File: src/adcg_map.vh
// Register offsets, field positions, reset values and lookup figures of the converter control block.
`ifndef ADCG_MAP_VH
`define ADCG_MAP_VH

`define ADCG_OFS_GAIN 8'h05
`define ADCG_OFS_CFG 8'h06
`define ADCG_OFS_THU 8'h07
`define ADCG_OFS_THL 8'h08
`define ADCG_OFS_STAT 8'h10
`define ADCG_OFS_MASK 8'h11

`define ADCG_RST_GAIN 16'h0000
`define ADCG_RST_CFG 16'h0600
`define ADCG_RST_THU 16'h0000
`define ADCG_RST_THL 16'h0000
`define ADCG_RST_STAT 3'h0
`define ADCG_RST_MASK 3'h0

`define ADCG_GAIN5_LSB 4
`define ADCG_GAIN4_LSB 0
`define ADCG_CHOP_DLY_LSB 9
`define ADCG_CHOP_EN_BIT 8
`define ADCG_ALLCH_BIT 7
`define ADCG_NUM_LSB 4
`define ADCG_LEN_LSB 1
`define ADCG_DETEN_BIT 0
`define ADCG_THL_LOW_LSB 8
`define ADCG_FILT_LSB 0
`define ADCG_THL_WMASK 16'hFF0F

`define ADCG_ST_DET 0
`define ADCG_ST_WIN 1
`define ADCG_ST_SET 2

`define ADCG_LEN_0 12'd128
`define ADCG_LEN_1 12'd256
`define ADCG_LEN_2 12'd512
`define ADCG_LEN_3 12'd768
`define ADCG_LEN_4 12'd1280
`define ADCG_LEN_5 12'd1792
`define ADCG_LEN_6 12'd2560
`define ADCG_LEN_7 12'd3584

`define ADCG_CNT_MAX 8'hFF

`endif

File: src/adcg_config_ctrl.v
// Gain, global-chop and current-detect configuration with the detection engine and its register port.
//
// Design decision made here: the plain strobed port.
`timescale 1ns/10ps
`default_nettype none
`include "adcg_map.vh"

// Contract
// - Channel 5 gain field bits 6:4 selects gain two to the code, 1 to 128.
// - Channel 4 gain field bits 2:0 selects gain the same way, reset zero.
// - Chop enabled waits two to the code plus one modulator periods before measuring.
// - Bit 7 selects detection by any channel or by all channels.
// - Bits 6:4 set the exceedance count needed, two to the code.
// - Detect enable bit 0; bits 3:1 pick the window length in conversions.
// - Upper threshold word holds threshold bits 23:8, two's complement.
// - Lower word bits 15:8 hold the threshold's least significant byte.
// - Lower word bits 7:4 ignore writes and read as zero.
// - Lower word bits 3:0 hold the offset filter setting, reset zero.
module adcg_config_ctrl #(
   parameter CHANNELS = 6,
   parameter ADDR_WIDTH = 8
) (
   // Clock and reset
   input wire ref_clk,
   input wire reset,
   // Register port
   input wire [ADDR_WIDTH-1:0] regAddr,
   input wire [15:0] regWrData,
   input wire regWrite,
   input wire regRead,
   output reg [15:0] regRdData,
   // Converter side
   input wire modClkEn,
   input wire chopSwitch,
   input wire sampleValid,
   input wire [CHANNELS*24-1:0] sampleData,
   // Configuration outputs
   output wire [2:0] ampGainCh4,
   output wire [2:0] ampGainCh5,
   output reg [7:0] gainFactorCh4,
   output reg [7:0] gainFactorCh5,
   output wire chopEnable,
   output wire measureEnable,
   output wire [3:0] offsetFilterSetting,
   output wire detectModeEnable,
   // Detection results and interrupt
   output reg detectEvent,
   output reg [CHANNELS-1:0] channelExceeded,
   output wire irq
);
   localparam ST_IDLE = 3'b001;
   localparam ST_RUN = 3'b010;
   localparam ST_EVAL = 3'b100;

   reg [15:0] gainSelect;
   reg [15:0] chopDetectCfg;
   reg [15:0] thresholdUpper;
   reg [15:0] thresholdLower;
   reg [2:0] status;
   reg [2:0] intMask;
   reg [2:0] state;
   reg [11:0] windowCnt;
   reg windowDone;
   reg [2:0] next_status;
   reg [15:0] next_rdData;
   reg [11:0] windowLen;

   wire [3:0] chopDelayCode;
   wire detectAllChannels;
   wire [2:0] detectExceedCount;
   wire [2:0] detectWindowLength;
   wire signed [23:0] detectThreshold;
   wire [7:0] exceedNeeded;
   wire [16:0] settleCount;
   wire chopStart;
   wire cfgChopOn;
   wire phaseRestart;
   wire [3:0] startDelayCode;
   wire settleBusy;
   wire settleDone;
   wire statRead;
   wire [CHANNELS-1:0] exceedHit;
   wire [CHANNELS-1:0] channelHit;
   wire countEnable;

   assign ampGainCh5 = gainSelect[`ADCG_GAIN5_LSB +: 3];
   assign ampGainCh4 = gainSelect[`ADCG_GAIN4_LSB +: 3];
   assign chopDelayCode = chopDetectCfg[`ADCG_CHOP_DLY_LSB +: 4];
   assign chopEnable = chopDetectCfg[`ADCG_CHOP_EN_BIT];
   assign detectAllChannels = chopDetectCfg[`ADCG_ALLCH_BIT];
   assign detectExceedCount = chopDetectCfg[`ADCG_NUM_LSB +: 3];
   assign detectWindowLength = chopDetectCfg[`ADCG_LEN_LSB +: 3];
   assign detectModeEnable = chopDetectCfg[`ADCG_DETEN_BIT];
   assign detectThreshold = {thresholdUpper, thresholdLower[`ADCG_THL_LOW_LSB +: 8]};
   assign offsetFilterSetting = thresholdLower[`ADCG_FILT_LSB +: 4];
   assign exceedNeeded = 8'h01 << detectExceedCount;

   // Gain codes are turned into their binary amplification factor.
   always @(posedge ref_clk or posedge reset) begin
      if (reset) begin
         gainFactorCh4 <= 8'h01;
         gainFactorCh5 <= 8'h01;
      end else begin
         gainFactorCh5 <= 8'h01 << ampGainCh5;
         gainFactorCh4 <= 8'h01 << ampGainCh4;
      end
   end

   // Register writes; reserved lower-word bits are never stored.
   always @(posedge ref_clk or posedge reset) begin
      if (reset) begin
         gainSelect <= `ADCG_RST_GAIN;
         chopDetectCfg <= `ADCG_RST_CFG;
         thresholdUpper <= `ADCG_RST_THU;
         thresholdLower <= `ADCG_RST_THL;
         intMask <= `ADCG_RST_MASK;
      end else if (regWrite) begin
         case (regAddr)
            `ADCG_OFS_GAIN: begin
               gainSelect <= regWrData;
            end
            `ADCG_OFS_CFG: begin
               chopDetectCfg <= regWrData;
            end
            `ADCG_OFS_THU: begin
               thresholdUpper <= regWrData;
            end
            `ADCG_OFS_THL: begin
               thresholdLower <= regWrData & `ADCG_THL_WMASK;
            end
            `ADCG_OFS_MASK: begin
               intMask <= regWrData[2:0];
            end
            default: begin
               gainSelect <= gainSelect;
            end
         endcase
      end
   end

   // Settling restarts on each chop phase change and when chop is switched on.
   // A write that switches chop on loads the delay code of the word being written.
   assign cfgChopOn = regWrite && (regAddr == `ADCG_OFS_CFG) && regWrData[`ADCG_CHOP_EN_BIT] &&
      !chopEnable;
   assign phaseRestart = chopEnable && chopSwitch;
   assign chopStart = phaseRestart || cfgChopOn;
   assign startDelayCode = cfgChopOn ? regWrData[`ADCG_CHOP_DLY_LSB +: 4] : chopDelayCode;
   assign settleCount = 17'h00002 << startDelayCode;
   assign measureEnable = !chopEnable || !settleBusy;

   adcg_settle_timer #(
      .WIDTH(17)
   ) settleTimer (
      .ref_clk(ref_clk),
      .reset(reset),
      .start(chopStart),
      .tick(modClkEn),
      .count(settleCount),
      .busy(settleBusy),
      .done(settleDone)
   );

   // Window length lookup.
   always @* begin
      case (detectWindowLength)
         3'd0: windowLen = `ADCG_LEN_0;
         3'd1: windowLen = `ADCG_LEN_1;
         3'd2: windowLen = `ADCG_LEN_2;
         3'd3: windowLen = `ADCG_LEN_3;
         3'd4: windowLen = `ADCG_LEN_4;
         3'd5: windowLen = `ADCG_LEN_5;
         3'd6: windowLen = `ADCG_LEN_6;
         default: windowLen = `ADCG_LEN_7;
      endcase
   end

   assign countEnable = (state == ST_RUN) && sampleValid && measureEnable;

   // Per channel exceedance test and counter.
   // Counters saturate so that a long window cannot wrap them below the needed count.
   genvar g;
   generate
      for (g = 0; g < CHANNELS; g = g + 1) begin : chan
         wire signed [23:0] sample;
         wire [24:0] magnitude;
         wire signed [25:0] magSigned;
         wire signed [25:0] thrSigned;
         reg [7:0] exceedCnt;
         assign sample = sampleData[g*24 +: 24];
         assign magnitude = sample[23] ? (25'd0 - {sample[23], sample}) : {1'b0, sample};
         assign magSigned = {1'b0, magnitude};
         assign thrSigned = {{2{detectThreshold[23]}}, detectThreshold};
         assign exceedHit[g] = magSigned > thrSigned;
         assign channelHit[g] = exceedCnt >= exceedNeeded;
         always @(posedge ref_clk or posedge reset) begin
            if (reset) begin
               exceedCnt <= 8'h00;
            end else if (state != ST_RUN) begin
               exceedCnt <= 8'h00;
            end else if (countEnable && exceedHit[g] && exceedCnt != `ADCG_CNT_MAX) begin
               exceedCnt <= exceedCnt + 8'h01;
            end
         end
      end
   endgenerate

   // Measurement window sequencing.
   // A sample that arrives in the evaluation cycle is not counted.
   always @(posedge ref_clk or posedge reset) begin
      if (reset) begin
         state <= ST_IDLE;
         windowCnt <= 12'd0;
         windowDone <= 1'b0;
         detectEvent <= 1'b0;
         channelExceeded <= {CHANNELS{1'b0}};
      end else begin
         windowDone <= 1'b0;
         detectEvent <= 1'b0;
         case (state)
            ST_IDLE: begin
               windowCnt <= 12'd0;
               if (detectModeEnable) begin
                  state <= ST_RUN;
               end
            end
            ST_RUN: begin
               if (!detectModeEnable) begin
                  state <= ST_IDLE;
               end else if (countEnable) begin
                  if (windowCnt == windowLen - 12'd1) begin
                     state <= ST_EVAL;
                  end else begin
                     windowCnt <= windowCnt + 12'd1;
                  end
               end
            end
            ST_EVAL: begin
               windowCnt <= 12'd0;
               windowDone <= 1'b1;
               channelExceeded <= channelHit;
               detectEvent <= detectAllChannels ? &channelHit : |channelHit;
               state <= detectModeEnable ? ST_RUN : ST_IDLE;
            end
            default: begin
               state <= ST_IDLE;
            end
         endcase
      end
   end

   // Sticky event flags; a read of the status word clears it, new events win.
   assign statRead = regRead && regAddr == `ADCG_OFS_STAT;

   always @* begin
      next_status = statRead ? 3'h0 : status;
      if (detectEvent) begin
         next_status[`ADCG_ST_DET] = 1'b1;
      end
      if (windowDone) begin
         next_status[`ADCG_ST_WIN] = 1'b1;
      end
      if (settleDone) begin
         next_status[`ADCG_ST_SET] = 1'b1;
      end
   end

   always @(posedge ref_clk or posedge reset) begin
      if (reset) begin
         status <= `ADCG_RST_STAT;
      end else begin
         status <= next_status;
      end
   end

   assign irq = |(status & intMask);

   // Read data appear the cycle after the read strobe.
   // Reserved lower threshold bits are masked on write, so they read back as zero.
   always @* begin
      case (regAddr)
         `ADCG_OFS_GAIN: next_rdData = gainSelect;
         `ADCG_OFS_CFG: next_rdData = chopDetectCfg;
         `ADCG_OFS_THU: next_rdData = thresholdUpper;
         `ADCG_OFS_THL: next_rdData = thresholdLower;
         `ADCG_OFS_STAT: next_rdData = {13'h0000, status};
         `ADCG_OFS_MASK: next_rdData = {13'h0000, intMask};
         default: next_rdData = 16'h0000;
      endcase
   end

   // Outside the answer cycle of a read the data lines rest at zero.
   always @(posedge ref_clk or posedge reset) begin
      if (reset) begin
         regRdData <= 16'h0000;
      end else if (regRead) begin
         regRdData <= next_rdData;
      end else begin
         regRdData <= 16'h0000;
      end
   end
endmodule
`default_nettype wire

File: src/adcg_settle_timer.v
// Down counter that measures the chop settling delay in modulator clock ticks.
`timescale 1ns/10ps
`default_nettype none
module adcg_settle_timer #(
   parameter WIDTH = 17
) (
   // Clock and reset
   input wire ref_clk,
   input wire reset,
   // Control
   input wire start,
   input wire tick,
   input wire [WIDTH-1:0] count,
   // Status
   output reg busy,
   output reg done
);
   reg [WIDTH-1:0] remain;

   always @(posedge ref_clk or posedge reset) begin
      if (reset) begin
         remain <= {WIDTH{1'b0}};
         busy <= 1'b0;
         done <= 1'b0;
      end else begin
         done <= 1'b0;
         if (start) begin
            remain <= count;
            busy <= 1'b1;
         end else if (busy && tick) begin
            if (remain == {{(WIDTH-1){1'b0}}, 1'b1}) begin
               busy <= 1'b0;
               done <= 1'b1;
            end else begin
               remain <= remain - {{(WIDTH-1){1'b0}}, 1'b1};
            end
         end
      end
   end
endmodule
`default_nettype wire

File: config.mk
export PLATFORM = sky130hd
export DESIGN_NAME = adcg_config_ctrl
export DESIGN_NICKNAME = d
export VERILOG_FILES = /design/src/adcg_config_ctrl.v /design/src/adcg_settle_timer.v
export VERILOG_INCLUDE_DIRS = /design/src /design/src/src
export SDC_FILE = /design/constraint.sdc
export NUM_CORES = 1
export LEC_CHECK = 0
export BUFFER_PORTS_ARGS = -buffer_cell sky130_fd_sc_hd__buf_2
export CAP_MARGIN = 20
export CORE_AREA = 2 2 260 185
export CTS_CLUSTER_DIAMETER = 40
export DETAILED_ROUTE_END_ITERATION = 7
export DIE_AREA = 0 0 262 187
export PLACE_DENSITY = 0.62
export SLEW_MARGIN = 20
export SYNTH_ARGS = -nofsm -noshare
export SYNTH_HDL_FRONTEND = slang
export SYNTH_SLANG_ARGS = --single-unit
File: constraint.sdc
create_clock -name ref_clk -period 8.9 [get_ports ref_clk]
set_input_delay 0.89 -clock ref_clk [delete_from_list [all_inputs] [get_ports ref_clk]]
set_output_delay 0.89 -clock ref_clk [all_outputs]
set_load 0.005 [all_outputs]
# == Word level (Yosys, flattened, before mapping) ==
# Index checks and enable logic that the tools add are counted.
# classes
add_sub_neg,15
n_lt_le_gt_ge,12
n_eq_ne,31
n_shift,4
n_mux,48
n_bitwise,1
n_reduce_logical,50
# ops
op,count
$gt A26 B24 Y1,6
$mux W25,6
$sub A1 B24 Y25 const A,6
$mux W8,12
$pmux W16 S6,1
$pmux W12 S7,1
$mux W17,3
$add A8 B1 Y8 const B,6
$ge A8 B8 Y1,6
$ne A8 B8 Y1 const B,6
$mux W12,3
$eq A8 B3 Y1 const B,3
$pmux W12 S2,1
$reduce_bool A2 Y1,12
$shl A1 B3 Y8 const A,3
$logic_and A1 B1 Y1,20
$eq A17 B1 Y1 const B,1
$shl A2 B4 Y17 const A,1
$sub A17 B1 Y17 const B,1
$eq A8 B5 Y1 const B,2
$mux W16,1
$mux W3,5
$reduce_and A2 Y1,7
$add A12 B1 Y12 const B,1
23 further kinds,47
# word_totals
register_bits,188
wordCells,186

# == Logic depth before layout (Yosys ltp) ==
# Gate-level depths: netlist (run 1).
# logic_depth
ltp_word,8
mapped_depth,17
depth_no_buf,16

# == By module ==
# A second synthesis (run 1) with hierarchy kept.
# unflattened
cells_unflattened,1797
hier_area_um2,16140.5
# by_module_without_submodules
module,instances,cells_each,area_per_inst_um2
adcg_config_ctrl,1,1653,14898.0
adcg_settle_timer,1,144,1242.4

# == Worst setup path after synthesis (run 1) ==
# Ideal clock, no wire load.
# synth_path
kind,input to register
from,input port sampleData[25]
to,register chan[1].exceedCnt[3]
setup_ns,0.136
arrival_time_ns,4.659
required_time_ns,8.764
setup_slack_ns,4.104
cell_stages,16
path_buffers,1
path_cell_list,or2_1 -> or4_4 -> or3_4 -> or2_1 -> or3_4 -> o31ai_4 -> xnor2_1 -> ha_1 -> nand3_1 -> or4_1 -> or4_1 -> nand2_1 -> a21o_1 -> buf_2 -> or3_1 -> a21oi_1
# synth_between
elab_chain_len,6
# synth_lines
element,line_no,rtl
from (decl),adcg_config_ctrl.v:36,"input wire [CHANNELS*24-1:0] sampleData,"
$sub A1 B24 Y25,adcg_config_ctrl.v:190,"assign magnitude = sample[23] ? (25'd0 - {sample[23], sample}) : {1'b0, sample};"
$mux W25 *,adcg_config_ctrl.v:190,
$gt A26 B24 Y1 *,adcg_config_ctrl.v:193,assign exceedHit[g] = magSigned > thrSigned;
$logic_and A1 B1 Y1 *,adcg_config_ctrl.v:200,end else if (countEnable && exceedHit[g] && exceedCnt != `ADCG_CNT_MAX) begin
$logic_and A1 B1 Y1 (no line) *,-,
$reduce_bool A2 Y1 (no line) *,-,
to (signal assigned),adcg_config_ctrl.v:201,exceedCnt <= exceedCnt + 8'h01;
to (decl),adcg_config_ctrl.v:188,reg [7:0] exceedCnt;
# Every way passes the cells marked *; elsewhere a longest branch is shown, timed or not.
# A chain may end at the register's enable or synchronous reset.

# == Final worst setup path (run 1) ==
# layout_path
from,input port sampleData[32]
to,register chan[1].exceedCnt[3]
# The elaborated chain is that of the path after synthesis.

==> results of run 1 <==
-- cells by family (layout without fill, tap and decap cells) --
| group | count (synthesis) | in the layout | synth area share [%] |
|---|---|---|---|
| AO/OA/AOI/OAI | 446 | 446 | 17.8 |
| flip-flops | 188 | 188 | 29.3 |
| adder cells (fa/ha/maj) | 209 | 209 | 16.3 |
| XOR/XNOR | 152 | 152 | 8.29 |
| multiplexers | 85 | 85 | 5.90 |
| other | 0 | 11 | 0 |
| buffers and inverters | 143 | 340 | 3.61 |
| AND/OR/NAND/NOR | 566 | 566 | 18.8 |
-- critical path: cells and delay by family --
kind | cells | cell delay, ns
and+or+nand+nor | 9 | 3.16
AOI/OAI and AO/OA | 3 | 0.63
adders and majority gates | 1 | 0.30
xor gates and xnor gates | 1 | 0.12
buffers and inverters | 1 | 0.11
-- Yosys cell counts, drive strengths merged (11+ instances only) --
cell type,number,area (um2)
xnor2,144,1260
nand2b,22,138
o31ai,47,367
o22ai,14,87.6
a21o,24,180
a21oi,113,566
nor2,97,364
a31oi,11,68.8
buf,18,110
nand2,128,480
nor3,36,185
dfrtp,183,4580
o211ai,22,165
or2,15,93.8
or4,24,184
nor2b,14,87.6
or3,33,216
o41ai,19,189
a22oi,18,135
and3,19,119
nor3b,15,113
mux2,77,867
ha,208,2600
o21a,17,128
nand4,35,219
nor4,18,113
o21ai,114,571
nand3,67,335
nand3b,12,90.1
inv,72,270
clkbuf,53,199
-- worst max-delay path by stage --
stage,endpoint,slack [ns],cells after the start
finish,chan[1].exceedCnt[3],3.98,15
global route,chan[4].exceedCnt[3],3.62,16
CTS,chan[2].exceedCnt[5],3.87,14
detailed placement,chan[2].exceedCnt[5],3.45,14
global placement,chan[5].exceedCnt[5],3.58,16
floorplan,chan[0].exceedCnt[0],2.90,1
-- state kept, by name, indices dropped and copies added, names as in the netlist --
register,count
chan.exceedCnt,48
settleTimer.remain,17
chopDetectCfg,16
gainSelect,16
regRdData,16
thresholdUpper,16
thresholdLower,12
windowCnt,12
gainFactorCh4,8
gainFactorCh5,8
channelExceeded,6
intMask,3
state,3
status,3
detectEvent,1
settleTimer.busy,1
settleTimer.done,1
windowDone,1
-- area by class of cell --
class	instances	area, um2
Antenna cell	11	27.5
Fill cell	4763	28500
Clock inverter	14	181
Tap cell	621	777
Inverter	72	278
Timing Repair Buffer	236	1210
Clock buffer	18	429
Sequential cell	188	4710
Multi-Input combinational cell	1458	10800
-- layer usage --
metal / vias to the layer above / routed length (um) / GRT usage [%]
met5: - / 0 / 0
met4: 0 / 1120 / 6.50
met3: 64 / 3250 / 3.93
met2: 413 / 23400 / 32.3
met1: 7234 / 23400 / 28.7
li1: 7015 / - / -
-- power by group --
| part | switching (mW) | internal, mW | total [mW] |
|---|---|---|---|
| sequential | 0.0567 | 0.905 | 0.962 |
| combinational | 0.370 | 0.278 | 0.648 |
| clock | 0.369 | 0.449 | 0.818 |
| total | 0.795 | 1.63 | 2.43 |
==> results.sh, run 1 <==
export IMPL_postLayoutCoreUtil_pct=39.2
export IMPL_slew_violations=0
export IMPL_cts_sinks=188
export IMPL_drtIter0Drc=1122
export IMPL_clk_pin_slew_ns=0.08
export IMPL_r2r_setup_slack_ns=4.91
export IMPL_slew_headroom_pct=32.9
export IMPL_cpPeakStageDelay_ns=0.62
export IMPL_cts_hold_buffers_added=0
export IMPL_min_from="windowDone"
export IMPL_grt_start_max_net_pins=120
export IMPL_htreeDepth=4
export IMPL_place_detailed_hpwl_um=39200
export IMPL_syn_nets=2172
export IMPL_whs_path_depth=1
export IMPL_cts_buffers=17
export IMPL_stdcell_area_mm2=0.0184
export IMPL_antenna_found_initial=10
export IMPL_yosys_warnings=0
export IMPL_tightest_slew_ns=1.01
export IMPL_start_util_pct=34.2
export IMPL_cts_setup_buffers=0
export IMPL_ctsResizeCount=0
export IMPL_crit_fanout=13
export IMPL_crit_arrival_ns=5.22
export IMPL_cts_buffer_depth=2
export IMPL_via_per_inst=5.62
export IMPL_insertion_delay_ns=0.45
export IMPL_layout_cells_non_filler=2618
export IMPL_leakagePower_nw=7.94
export IMPL_syn_to_final_growth_pct=14.6
export IMPL_power_total_mw=2.43
export IMPL_wl_um=51200
export IMPL_layout_commonest_cell="buf_2"
export IMPL_grt_pass1_wl_um=79200
export IMPL_synth_edff_count=0
export IMPL_fin_skew_ns=0.0155
export IMPL_path_cells="buf_2 -> or4_1 -> or3_1 -> or2_1 -> or3_1 -> o41ai_2 -> xnor2_1 -> ha_1 -> nand3_1 -> or4_1 -> or4_1 -> nand2_1 -> a21o_1 -> or3_1 -> a21oi_1"
export IMPL_avgSynthCellArea_um2=8.98
export IMPL_ios=228
export IMPL_drive_above_1_share_pct=19.2
export IMPL_ys_types=73
export IMPL_holdWs_ns=0.465
export IMPL_worst_slack_ns=3.98
export IMPL_place_congestion=0.883
export IMPL_io_buffers=227
export IMPL_status="completed"
export IMPL_nNetsFinal=2356
export IMPL_crit_slowest_cell="or4_1"
export IMPL_overflow=0
export IMPL_ys_ff_latch=188
export IMPL_final_cell_mix="227 x buf_2, 208 x ha_1, 183 x dfrtp_1"
export IMPL_fin_crit_ns=4.92
export IMPL_hold_class="flop to flop"
export IMPL_first_global_vias=14142
export IMPL_max_freq_mhz=203
export IMPL_rsz0062_at_grt="no"
export IMPL_die_area_mm2=0.0490
export IMPL_synthesis_instances=1789
export IMPL_r2r_start="thresholdUpper[15]"
export IMPL_syn_area_mm2=0.0161
export IMPL_async_flop_share_pct=100
export IMPL_clockRootBuffer="clkbuf_16"
export IMPL_coreArea_mm2=0.0469
export IMPL_reg2reg_depth=9
export IMPL_power_density_mw_per_mm2=132
export IMPL_final_hold_violation_count=0
export IMPL_cp_required_ns=9.20
export IMPL_yosys_most_used_dff="dfrtp_1"
export IMPL_dp_slack_ns=3.45
export IMPL_critPathLaunch="sampleData[32]"
export IMPL_dp_cells=2574
export IMPL_rows=67
export IMPL_timing_worst_setup_path_type="input pin to flop"
export IMPL_fin_tns_setup_ns=0
export IMPL_cts_tree="yes"
export IMPL_drc=0
export IMPL_min_to="status[1]"
export IMPL_dpl_instance_area_mm2=0.0177
export IMPL_ir_drop_v=0.000147
export IMPL_critPathLaunchType="input pin"
export IMPL_cp_end_kind="flop"
export IMPL_drtAntennaViolNets=0
export IMPL_cap_viol_max_count=0
export IMPL_wire_per_inst_um=19.5
export IMPL_die_h_um=187
export IMPL_die_x_um=262
export IMPL_setup_violations=0
export IMPL_period_share_pct=55.3
export IMPL_grt_usage_pct=20.7
export IMPL_vias=14726
export IMPL_dr_pass1_iters=5
export IMPL_synth_seq_area_share_pct=29.3
export IMPL_rr_endpoint="chan[1].exceedCnt[3]"
No activity file was read; power rests on OpenSTA's default activity.
==> inputs of run 2 (changes only) <==
--- a/config.mk
+++ b/config.mk
@@ -12,7 +12,7 @@
 export CTS_CLUSTER_DIAMETER = 40
 export DETAILED_ROUTE_END_ITERATION = 7
 export DIE_AREA = 0 0 262 187
-export PLACE_DENSITY = 0.62
+export PLACE_DENSITY = 0.64
 export SLEW_MARGIN = 20
 export SYNTH_ARGS = -nofsm -noshare
 export SYNTH_HDL_FRONTEND = slang
==> constraint.sdc (replaced) <==
create_clock -name ref_clk -period 4.2 [get_ports ref_clk]
set_input_delay 0.42 -clock ref_clk [delete_from_list [all_inputs] [get_ports ref_clk]]
set_output_delay 0.42 -clock ref_clk [all_outputs]
set_load 0.005 [all_outputs]
==> run 2 against run 1 <==
Sequential power grew 110%. Total power grew 110%. Via count grew 3.1%. Critical endpoint is now chan[1].exceedCnt[6]. Core utilization grew 1.7 points. First-iteration DRC count grew 16%. Sequential share of layout area shrank 1.1 points. Combinational power grew 130%. Cell area grew 4.4%. Hold slack lost 0.43 ns. Global-route usage grew 0.59 points. Die area is the same.
==> results.sh, run 2 (synthesis results as in run 1) <==
export IMPL_status="completed"
export IMPL_clk_pin_slew_ns=0.07
export IMPL_die_h_um=187
export IMPL_path_cells="buf_2 -> or4_4 -> buf_6 -> or3_4 -> or2_4 -> or3_4 -> o31ai_4 -> xnor2_1 -> ha_1 -> nand3_2 -> or4_4 -> a21oi_2 -> o21ai_2 -> a21o_4 -> or4_4 -> a21oi_2"
export IMPL_place_congestion=0.896
export IMPL_critPathLaunchType="input pin"
export IMPL_antenna_found_initial=11
export IMPL_slew_headroom_pct=36.9
export IMPL_cpPeakStageDelay_ns=0.54
export IMPL_max_freq_mhz=244
export IMPL_dr_pass1_iters=6
export IMPL_crit_slowest_cell="or4_4"
export IMPL_timing_worst_setup_path_type="input pin to flop"
export IMPL_wire_per_inst_um=19.5
export IMPL_critPathLaunch="sampleData[32]"
export IMPL_first_global_vias=14688
export IMPL_rsz0062_at_grt="yes"
export IMPL_cp_end_kind="flop"
export IMPL_grt_usage_pct=21.3
export IMPL_fin_skew_ns=0.0153
export IMPL_leakagePower_nw=8.42
export IMPL_drive_above_1_share_pct=23.8
export IMPL_cts_sinks=188
export IMPL_coreArea_mm2=0.0469
export IMPL_power_density_mw_per_mm2=266
export IMPL_slew_violations=0
export IMPL_fin_crit_ns=4.09
export IMPL_fin_tns_setup_ns=0
export IMPL_setup_violations=0
export IMPL_crit_fanout=7
export IMPL_ios=228
export IMPL_tightest_slew_ns=0.940
export IMPL_io_buffers=227
export IMPL_cts_buffer_depth=2
export IMPL_grt_pass1_wl_um=81000
export IMPL_grt_start_max_net_pins=189
export IMPL_cap_viol_max_count=0
export IMPL_drtAntennaViolNets=0
export IMPL_overflow=0
export IMPL_largest_register_ffs=48
export IMPL_cts_tree="yes"
export IMPL_die_area_mm2=0.0490
export IMPL_cp_required_ns=4.57
export IMPL_ir_drop_v=0.000311
export IMPL_stdcell_area_mm2=0.0192
export IMPL_rows=67
export IMPL_wl_um=53000
export IMPL_postLayoutCoreUtil_pct=41.0
export IMPL_crit_arrival_ns=4.47
export IMPL_period_share_pct=97.5
export IMPL_via_per_inst=5.60
export IMPL_insertion_delay_ns=0.46
export IMPL_reg_top3="chan.exceedCnt: 48 flops, settleTimer.remain: 17 flops"
export IMPL_start_util_pct=34.2
export IMPL_drc=0
export IMPL_place_detailed_hpwl_um=39600
export IMPL_final_hold_violation_count=0
export IMPL_dp_slack_ns=-0.581
export IMPL_worst_slack_ns=0.107
export IMPL_htreeDepth=4
export IMPL_final_cell_mix="227 x buf_2, 208 x ha_1, 183 x dfrtp_1"
export IMPL_dpl_instance_area_mm2=0.0185
export IMPL_layout_commonest_cell="buf_2"
export IMPL_holdWs_ns=0.0345
export IMPL_syn_to_final_growth_pct=19.7
export IMPL_critPathMostFrequentCell="or4_4"
export IMPL_drtIter0Drc=1299
export IMPL_r2r_start="chopDetectCfg[3]"
export IMPL_cts_buffers=17
export IMPL_clockRootBuffer="clkbuf_16"
export IMPL_top_register="chan.exceedCnt"
export IMPL_nNetsFinal=2453
export IMPL_hold_class="input pin to asynchronous set/reset pin"
export IMPL_vias=15185
export IMPL_die_x_um=262
==> run 2: cell types whose count changed in the layout (fill, tap and decap cells not counted), sizes merged, moves of 2 or more <==
cell	before	now
buf	236	332
bufinv	3	1
clkbuf	18	20
diode	11	8
==> run 2: what timing repair did <==
action                     in CTS  in global routing
setup endpoints to repair       8                 22
setup buffers                   0                  2
hold buffers                    0                  0
resized for setup               4                 26
cloned                          1                  0
pin swaps                       1                  6
==> run 2: layer usage <==
layer / up-vias / global-route usage (%) / part of all wire (%)
li1: 7221 / - / -
met2: 540 / 32.5 / 44
met3: 108 / 6.38 / 9.1
met5: - / 0 / 0.045
met1: 7312 / 28.4 / 44
met4: 4 / 7.34 / 3.2
==> run 2: worst max-delay path, delay by kind of cell <==
kind | cells | cell delay (ns)
simple gates | 7 | 2.61
xor+xnor | 1 | 0.10
fa+ha+maj | 1 | 0.29
buf+inv | 2 | 0.24
compound gates | 5 | 0.81
==> run 2: worst paths after layout <==
path,to,slack [ns],depth (start not counted)
max in group asynchronous,chan[1].exceedCnt[0],3.21,4
max,chan[1].exceedCnt[6],0.11,16
min reg2reg,status[1],0.48,1
max reg2reg,windowCnt[11],0.91,10
min in group ref_clk,settleTimer.done,0.22,3
min,thresholdLower[0],0.03,3
==> run 2: area by class of cell <==
class,count,area (um2)
Inverter,72,274
Clock inverter,12,129
Timing Repair Buffer,332,1960
Sequential cell,188,4710
Fill cell,4554,27700
Multi-Input combinational cell,1459,10900
Clock buffer,20,447
Tap cell,621,777
Antenna cell,8,20.0
==> run 2: through the flow <==
stage / instances / total power [mW]
6_report: 2712 / 5.11
5_1_grt: 2709 / 5.42
4_1_cts: 2701 / 5.13
3_5_place_dp: 2668 / 3.49
3_3_place_gp: 2668 / 3.42
2_1_floorplan: 1789 / 2.96
==> run 2: where the power goes <==
part	leakage (nW)	switching [mW]	internal, mW	total (mW)
Combinational	5.56	0.819	0.638	1.46
Sequential	2.58	0.117	1.92	2.04
Clock	0.280	0.770	0.851	1.62
